**src/design/tai_regs_pkg.sv**
```systemverilog
package tai_regs_pkg;
	localparam int ADDR_W = 5;
	localparam int DATA_W = 8;
	localparam int RSSI_W = 7;
	localparam int USER_W = 5;
	localparam int TEST_W = 7;

	// =====================================================
	// Register offsets.
	localparam logic [4:0] OFF_RSSI_LIMIT = 5'h1c;
	localparam logic [4:0] OFF_USER_PIN   = 5'h1d;
	localparam logic [4:0] OFF_TEST_DUMMY = 5'h1e;
	localparam logic [4:0] OFF_TEST_CMD   = 5'h1f;

	// =====================================================
	// Field positions.
	localparam int BIT_FLAG  = 7;
	localparam int BIT_USER7 = 7;

	// =====================================================
	// Values after reset.
	localparam logic [6:0] FLOOR_RESET     = 7'h00;
	localparam logic [6:0] TEST_CMD_RESET  = 7'h00;
	localparam logic [4:0] USER_DATA_RESET = 5'h00;
	localparam logic       USER7_RESET     = 1'b0;
	localparam logic [7:0] RDATA_RESET     = 8'h00;

	// =====================================================
	// Comparison of a converted value against the floor.
	function automatic logic at_or_above(input logic [6:0] value, input logic [6:0] floor);
		return value >= floor;
	endfunction
endpackage

```
**src/design/rssi_limit_cmp.sv**
```systemverilog
`timescale 1ns/100ps
module rssi_limit_cmp
	import tai_regs_pkg::*;
(
	input  wire logic                          clk_i,
	input  wire logic                          rst_i,
	input  wire logic                          wr_i,
	input  wire logic [tai_regs_pkg::RSSI_W-1:0] wdata_i,
	input  wire logic [tai_regs_pkg::RSSI_W-1:0] rssi_i,
	output logic      [tai_regs_pkg::RSSI_W-1:0] floor_o,
	output logic                               flag_o
);
	typedef struct packed {
		logic [RSSI_W-1:0] floor;
		logic              flag;
	} cmp_s;

	cmp_s state;
	cmp_s next_state;

	// =====================================================
	// Floor register and comparison.
	always_comb begin
		next_state = state;
		if (wr_i) begin
			next_state.floor = wdata_i;
		end
		next_state.flag = at_or_above(rssi_i, state.floor);
	end

	always_ff @(posedge clk_i) begin
		if (rst_i) begin
			state <= '{floor: FLOOR_RESET, flag: 1'b0};
		end else begin
			state <= next_state;
		end
	end

	assign floor_o = state.floor;
	assign flag_o  = state.flag;
endmodule

```
**src/design/user_pin_port.sv**
```systemverilog
`timescale 1ns/100ps
module user_pin_port
	import tai_regs_pkg::*;
(
	input  wire logic                          clk_i,
	input  wire logic                          rst_i,
	input  wire logic                          wr_i,
	input  wire logic [tai_regs_pkg::DATA_W-1:0] wdata_i,
	input  wire logic                          pcmcia_i,
	input  wire logic [tai_regs_pkg::USER_W-1:0] user_en_i,
	input  wire logic                          user7_en_i,
	output logic      [tai_regs_pkg::USER_W-1:0] pin_o,
	output logic      [tai_regs_pkg::USER_W-1:0] pin_oe_o,
	output logic                               pin7_o,
	output logic                               pin7_oe_o
);
	typedef struct packed {
		logic [USER_W-1:0] values;
		logic              user7_bit;
		logic [USER_W-1:0] pin;
		logic [USER_W-1:0] pin_oe;
		logic              pin7;
		logic              pin7_oe;
	} pins_s;

	pins_s state;
	pins_s next_state;

	// =====================================================
	// Written values and pin drive.
	always_comb begin
		next_state = state;
		if (wr_i) begin
			next_state.values    = wdata_i[USER_W-1:0];
			next_state.user7_bit = wdata_i[BIT_USER7];
		end
		next_state.pin     = next_state.values;
		next_state.pin_oe  = user_en_i & {USER_W{pcmcia_i}};
		next_state.pin7    = ~next_state.user7_bit;
		next_state.pin7_oe = pcmcia_i & user7_en_i;
	end

	always_ff @(posedge clk_i) begin
		if (rst_i) begin
			state <= '{USER_DATA_RESET, USER7_RESET, USER_DATA_RESET, 5'h00, ~USER7_RESET, 1'b0};
		end else begin
			state <= next_state;
		end
	end

	assign pin_o     = state.pin;
	assign pin_oe_o  = state.pin_oe;
	assign pin7_o    = state.pin7;
	assign pin7_oe_o = state.pin7_oe;

	// =====================================================
	// Checks.
	logic                w7;
	logic [USER_W-1:0] wd5;
	logic [USER_W-1:0] mask;
	assign w7   = wdata_i[BIT_USER7];
	assign wd5  = wdata_i[USER_W-1:0];
	assign mask = user_en_i & {USER_W{pcmcia_i}};
endmodule

```
**src/design/rssi_user_regs.sv**
```systemverilog
`timescale 1ns/100ps
// Notes on behaviour
// - Flag bit 7 reads one when converted RSSI is at or above the floor.
// - Flag bit 7 reads zero when converted RSSI is below the floor.
// - Seven-bit floor resets to zero; at-or-above result goes to channel assessment.
// - User7 pin takes the inverted written bit in PCMCIA mode with its enable set.
// - Otherwise writes to the user7 bit leave the user7 pin alone.
// - Reading the user7 bit returns the inverted live user7 pin level.
// - Each user value bit drives its pin when its enable and strap are one.
// - Reading the user value field returns the live user pin levels.
// - Bits 6 and 5 of the user register are written zero; reads undefined.
// - The dummy register is all reserved; written zero, read undefined.
// - The seven-bit test command resets to zero and selects a test mode.
// - The compared value is the seven-bit converter result.
module rssi_user_regs (
	input  wire logic                            CLK_SYS_I,
	input  wire logic                            RESET_I,
	input  wire logic [tai_regs_pkg::ADDR_W-1:0] REG_ADDR_I,
	input  wire logic                            REG_WR_I,
	input  wire logic                            REG_RD_I,
	input  wire logic [tai_regs_pkg::DATA_W-1:0] REG_WDATA_I,
	output logic      [tai_regs_pkg::DATA_W-1:0] REG_RDATA_O,
	output logic                                 REG_RVALID_O,
	input  wire logic [tai_regs_pkg::RSSI_W-1:0] RSSI_VALUE_I,
	output logic                                 CCA_ABOVE_O,
	input  wire logic                            PCMCIA_MODE_I,
	input  wire logic [tai_regs_pkg::USER_W-1:0] USER_PIN_DRIVE_ENABLE_I,
	input  wire logic                            USER7_DRIVE_ENABLE_I,
	input  wire logic [tai_regs_pkg::USER_W-1:0] USER_PIN_I,
	output logic      [tai_regs_pkg::USER_W-1:0] USER_PIN_O,
	output logic      [tai_regs_pkg::USER_W-1:0] USER_PIN_OE_O,
	input  wire logic                            USER7_PIN_I,
	output logic                                 USER7_PIN_O,
	output logic                                 USER7_PIN_OE_O,
	output logic      [tai_regs_pkg::TEST_W-1:0] TEST_MODE_O,
	output logic                                 TEST_ACTIVE_O
);
	import tai_regs_pkg::*;

	typedef struct packed {
		logic [DATA_W-1:0] rdata;
		logic              rvalid;
		logic [TEST_W-1:0] test_cmd;
		logic              test_active;
	} regs_s;

	regs_s             state;
	regs_s             next_state;
	logic              wr_limit;
	logic              wr_user;
	logic              wr_cmd;
	logic [RSSI_W-1:0] floor;
	logic              flag;

	// =====================================================
	// Address decode.
	assign wr_limit = REG_WR_I && (REG_ADDR_I == OFF_RSSI_LIMIT);
	assign wr_user  = REG_WR_I && (REG_ADDR_I == OFF_USER_PIN);
	assign wr_cmd   = REG_WR_I && (REG_ADDR_I == OFF_TEST_CMD);

	// =====================================================
	// Floor register and comparator.
	rssi_limit_cmp u_cmp (
		.clk_i   (CLK_SYS_I),
		.rst_i   (RESET_I),
		.wr_i    (wr_limit),
		.wdata_i (REG_WDATA_I[RSSI_W-1:0]),
		.rssi_i  (RSSI_VALUE_I),
		.floor_o (floor),
		.flag_o  (flag)
	);

	// =====================================================
	// User pin drive.
	user_pin_port u_pins (
		.clk_i      (CLK_SYS_I),
		.rst_i      (RESET_I),
		.wr_i       (wr_user),
		.wdata_i    (REG_WDATA_I),
		.pcmcia_i   (PCMCIA_MODE_I),
		.user_en_i  (USER_PIN_DRIVE_ENABLE_I),
		.user7_en_i (USER7_DRIVE_ENABLE_I),
		.pin_o      (USER_PIN_O),
		.pin_oe_o   (USER_PIN_OE_O),
		.pin7_o     (USER7_PIN_O),
		.pin7_oe_o  (USER7_PIN_OE_O)
	);

	// =====================================================
	// Read answer and test command register.
	always_comb begin
		next_state = state;
		next_state.rvalid = REG_RD_I;
		next_state.rdata = RDATA_RESET;
		if (REG_RD_I) begin
			case (REG_ADDR_I)
				OFF_RSSI_LIMIT: begin
					next_state.rdata = {flag, floor};
				end
				OFF_USER_PIN: begin
					next_state.rdata = {~USER7_PIN_I, 2'b00, USER_PIN_I};
				end
				OFF_TEST_CMD: begin
					next_state.rdata = {1'b0, state.test_cmd};
				end
				default: begin
					next_state.rdata = RDATA_RESET;
				end
			endcase
		end
		if (wr_cmd) begin
			next_state.test_cmd = REG_WDATA_I[TEST_W-1:0];
		end
		next_state.test_active = |next_state.test_cmd;
	end

	always_ff @(posedge CLK_SYS_I) begin
		if (RESET_I) begin
			state <= '{RDATA_RESET, 1'b0, TEST_CMD_RESET, 1'b0};
		end else begin
			state <= next_state;
		end
	end

	// =====================================================
	// Outputs.
	assign REG_RDATA_O   = state.rdata;
	assign REG_RVALID_O  = state.rvalid;
	assign CCA_ABOVE_O   = flag;
	assign TEST_MODE_O   = state.test_cmd;
	assign TEST_ACTIVE_O = state.test_active;

	// =====================================================
	// Checks.
	logic [TEST_W-1:0] wcmd;
	assign wcmd = REG_WDATA_I[TEST_W-1:0];

	logic [USER_W-1:0] oe_mask;
	logic              drive7;
	logic              w_user7;
	assign oe_mask = USER_PIN_DRIVE_ENABLE_I & {USER_W{PCMCIA_MODE_I}};
	assign drive7  = PCMCIA_MODE_I & USER7_DRIVE_ENABLE_I;
	assign w_user7 = REG_WDATA_I[BIT_USER7];
endmodule

```
**config.mk**
```make
export PLATFORM = sky130hd
export DESIGN_NAME = rssi_user_regs
export DESIGN_NICKNAME = d
export VERILOG_FILES = /design/src/design/tai_regs_pkg.sv /design/src/design/rssi_limit_cmp.sv /design/src/design/user_pin_port.sv /design/src/design/rssi_user_regs.sv
export SDC_FILE = /design/constraint.sdc
export NUM_CORES = 1
export LEC_CHECK = 0
export BUFFER_PORTS_ARGS = -buffer_cell sky130_fd_sc_hd__buf_2
export CAP_MARGIN = 30
export CORE_MARGIN = 5
export CORE_UTILIZATION = 51
export DETAILED_ROUTE_END_ITERATION = 6
export PLACE_DENSITY = 0.84
export SLEW_MARGIN = 10
export SYNTH_ARGS = -nofsm -noshare
export SYNTH_HDL_FRONTEND = slang
export SYNTH_SLANG_ARGS = --single-unit
```
**constraint.sdc**
```tcl
create_clock -name CLK_SYS_I -period 4 [get_ports CLK_SYS_I]
set_clock_uncertainty 0.2 [all_clocks]
set_input_delay 0.6 -clock CLK_SYS_I [delete_from_list [all_inputs] [get_ports CLK_SYS_I]]
set_output_delay 0.6 -clock CLK_SYS_I [all_outputs]
set_load 0.005 [all_outputs]
```
==> key figures <==
Setup path
  • Worst EP arrival: 0.90 ns
  • R2r startpoint: u_cmp.floor_o[5]
  • Worst Path Max Fanout: 4
  • R2r setup slk: 2.49 ns
  • Crit. Startpoint: TEST_MODE_O[2]
  • Register-to-Register Path Depth: 5
  • Critical path class: register to primary output
  • Crit path to: TEST_MODE_O[2]
  • WP depth: 1
  • Worst Path Buf+Inv: 1
  • CP required: 3.20 ns
  • CP max-delay cell: dfxtp_1
  • Crit-path max cell delay: 0.42 ns
  • RR Endpoint: u_cmp.flag_o
  • Crit end category: primary output
  • Critical path, cell by cell: buf_2
  • Type of origin of the critical path: register
  • Family with the most delay on the worst path: flip-flops

Die
  • I/O pin total: 67
  • Die ar.: 0.00442 mm²
  • Die Ht: 66.5 µm
  • Area of the core: 0.00305 mm²
  • Die width: 66.5 µm
  • # rows: 20
  • Starting Density: 53.4%

Synthesis
  • Top post-synthesis cells by area: dfxtp_1 (47%), a21oi_1 (6.8%), ha_1 (5.4%)
  • Warnings from Yosys: 0
  • Synth async-reset ratio: 0%
  • Synth cell types: 29
  • Mapped Cells: 181
  • List of most frequent post-synthesis cells: dfxtp_1 (38), a21oi_1 (22), nand2_1 (20)
  • Yosys top cell by area: dfxtp_1
  • EDFF count, synth: 0
  • Mapped Area: 0.00163 mm²
  • Net Count, Synth: 225
  • Top cell type's share of synthesized area: 46.7%
  • Top FF cell, synth: dfxtp_1
  • Mean Syn Cell Area: 9.00 µm²
  • Post-synthesis sequential area ratio: 46.7%
  • Most frequent cell after synthesis: dfxtp_1
  • Synthesis-stage register bit count: 38

GRT
  • GRT overflow: 0
  • Vias in the first global route: 1,304
  • GRT Total Usage: 17.6%
  • Antenna violations before repair: 0
  • First-pass GRT wire length: 5890 µm
  • Largest net degree at the start of global routing: 26

CTS
  • CTS clk-pin slew, worst paths: 0.11 ns
  • Setup bufs post-CTS: 0
  • TritonCTS clock tree: done
  • CTS root buf: clkbuf_4
  • Clock Latency Late Sink: 0.34 ns
  • PostCTS Resize Cnt: 0
  • Clock buffer count from CTS: 5
  • CTS H-Tree Depth: 2
  • Clock Tree Buf Depth: 2
  • Clock sink count: 38
  • Hold buffers post-CTS: 0

STA
  • Setup_tns: 0 ns
  • RSZ-0062 raised after global routing: false
  • Fin. max-slew vios: 0
  • Final setup fails: 0
  • Fin. Hold Viols: 0
  • Fin crit share: 42.5%
  • Min Tclk post-route: 1.70 ns
  • Slew headroom: 65.9%
  • Fmax: 588 MHz
  • Least-Margin Pin Slew: 0.508 ns

Worst hold path
  • Worst Hold Class: input port to register
  • Worst Min Path Start: USER_PIN_DRIVE_ENABLE_I[4]

Detailed routing
  • Drt pass-1 iters: 6
  • Routed len/inst: 13.1 µm
  • Vias: 1,434
  • Initial DRC count: 65
  • DRC: 0
  • Final WL: 3720 µm
  • Routed Antenna Nets: 0
  • Vias per cell: 5.05

Finish
  • ANT cells: 0
  • Nets: 283
  • Layout area overhead: 21.1%
  • Post-Layout Cell Count: 284
  • Fraction of layout cells with a size suffix above 1: 32.9%

Power
  • LEAKAGE: 0.837 nW
  • Worst VDD drop: 0.213 mV
  • Power Dens Cells: 324 mW/mm²

Place
  • GP Congestion: 0.825
  • I/O Buffers: 66
  • Dpl hpwl: 2930 µm
  • Placed Instances: 276

Flow run
  • Max-Cap Viols: 0

Outcome
  • Outcome: completed
[layer usage]
| layer | GRT usage, % | routed length, µm |
|---|---|---|
| met5 | 0 | 0 |
| met1 | 22.0 | 1650 |
| met4 | 5.33 | 39 |
| met2 | 28.0 | 1700 |
| met3 | 6.91 | 339 |
[registers in the layout, indices dropped and copies added, names as in the netlist]
name              flops
u_pins.pin_oe_o       5
u_pins.pin7_oe_o      1
TEST_MODE_O           7
REG_RVALID_O          1
u_pins.state          1
REG_RDATA_O           8
TEST_ACTIVE_O         1
u_pins.pin7_o         1
u_cmp.flag_o          1
u_pins.pin_o          5
u_cmp.floor_o         7
[cell usage in the layout (no fill, tap or decap), drive strengths merged]
| master | netlist | final |
|---|---|---|
| or2 | 1 | 1 |
| clkinv | 0 | 2 |
| a22oi | 5 | 5 |
| nand4 | 3 | 3 |
| mux2i | 8 | 8 |
| and2 | 6 | 6 |
| a31oi | 1 | 1 |
| a311oi | 1 | 1 |
| nor4 | 2 | 2 |
| a21o | 3 | 3 |
| dfxtp | 38 | 38 |
| ha | 7 | 7 |
| o21ai | 12 | 12 |
| inv | 8 | 8 |
| buf | 12 | 66 |
| nand2 | 21 | 21 |
| clkbuf | 3 | 6 |
| nor2 | 14 | 14 |
| nand3 | 4 | 4 |
| a21oi | 22 | 22 |
| nor3 | 5 | 5 |
| nor2b | 2 | 2 |
| nand2b | 3 | 3 |
[worst register-to-register path, stage by stage (launching register included)]
cell	delay [ns]
dfxtp_1	0.40
inv_1	0.06
ha_1	0.31
a21o_1	0.19
a21oi_1	0.14
a31oi_1	0.09
[logic make-up (layout without fill, tap and decap cells)]
kind of cell | after synthesis | after routing | synth area share, %
AND/OR/NAND/NOR | 61 | 61 | 20.2
AO/OA/AOI/OAI | 44 | 44 | 15.1
flip-flops | 38 | 38 | 46.7
buffers and inverters | 23 | 82 | 7.76
multiplexers | 8 | 8 | 4.92
adder cells (fa/ha/maj) | 7 | 7 | 5.38
[metrics by stage]
stage | cell area (µm²) | utilization [%] | setup slack (ns) | power (mW) | hold slack (ns)
final | 1970 | 64.6 | 2.30 | 0.640 | 0.251
after global routing | 1970 | 64.6 | 2.22 | 0.673 | 0.232
after detailed placement | 1920 | 62.8 | 1.94 | 0.455 | 0.268
after global placement | 1920 | 62.8 | 1.97 | 0.454 | 0.268
after floorplan | 1630 | - | 2.29 | 0.425 | 0.248
after CTS | 1970 | 64.6 | 2.29 | 0.646 | 0.239
[final cells by class]
class | count | area (µm²)
clock buffer | 6 | 41.3
inverter | 8 | 30.0
sequential | 38 | 761
fill | 290 | 1080
clock inverter | 2 | 13.8
multi-input combinational | 120 | 742
timing repair buffer | 66 | 330
tap | 44 | 55.1
[report_power, final]
group	total (mW)	switching [mW]	internal, mW
registers	0.386	0.00225	0.384
logic	0.0601	0.0334	0.0267
clock network	0.193	0.124	0.0690
[how the worst min path moves through the flow]
stage                          to  cells after the start  slack [ns]
6_report       u_pins.pin_oe_o[4]                      2        0.25
5_1_grt          u_pins.pin7_oe_o                      2        0.23
4_1_cts          u_pins.pin7_oe_o                      2        0.24
3_5_place_dp      u_pins.pin_o[2]                      2        0.27
3_3_place_gp      u_pins.pin_o[3]                      2        0.27
2_1_floorplan    u_pins.state[12]                      2        0.25
No activity file was read; power rests on OpenSTA's default activity.
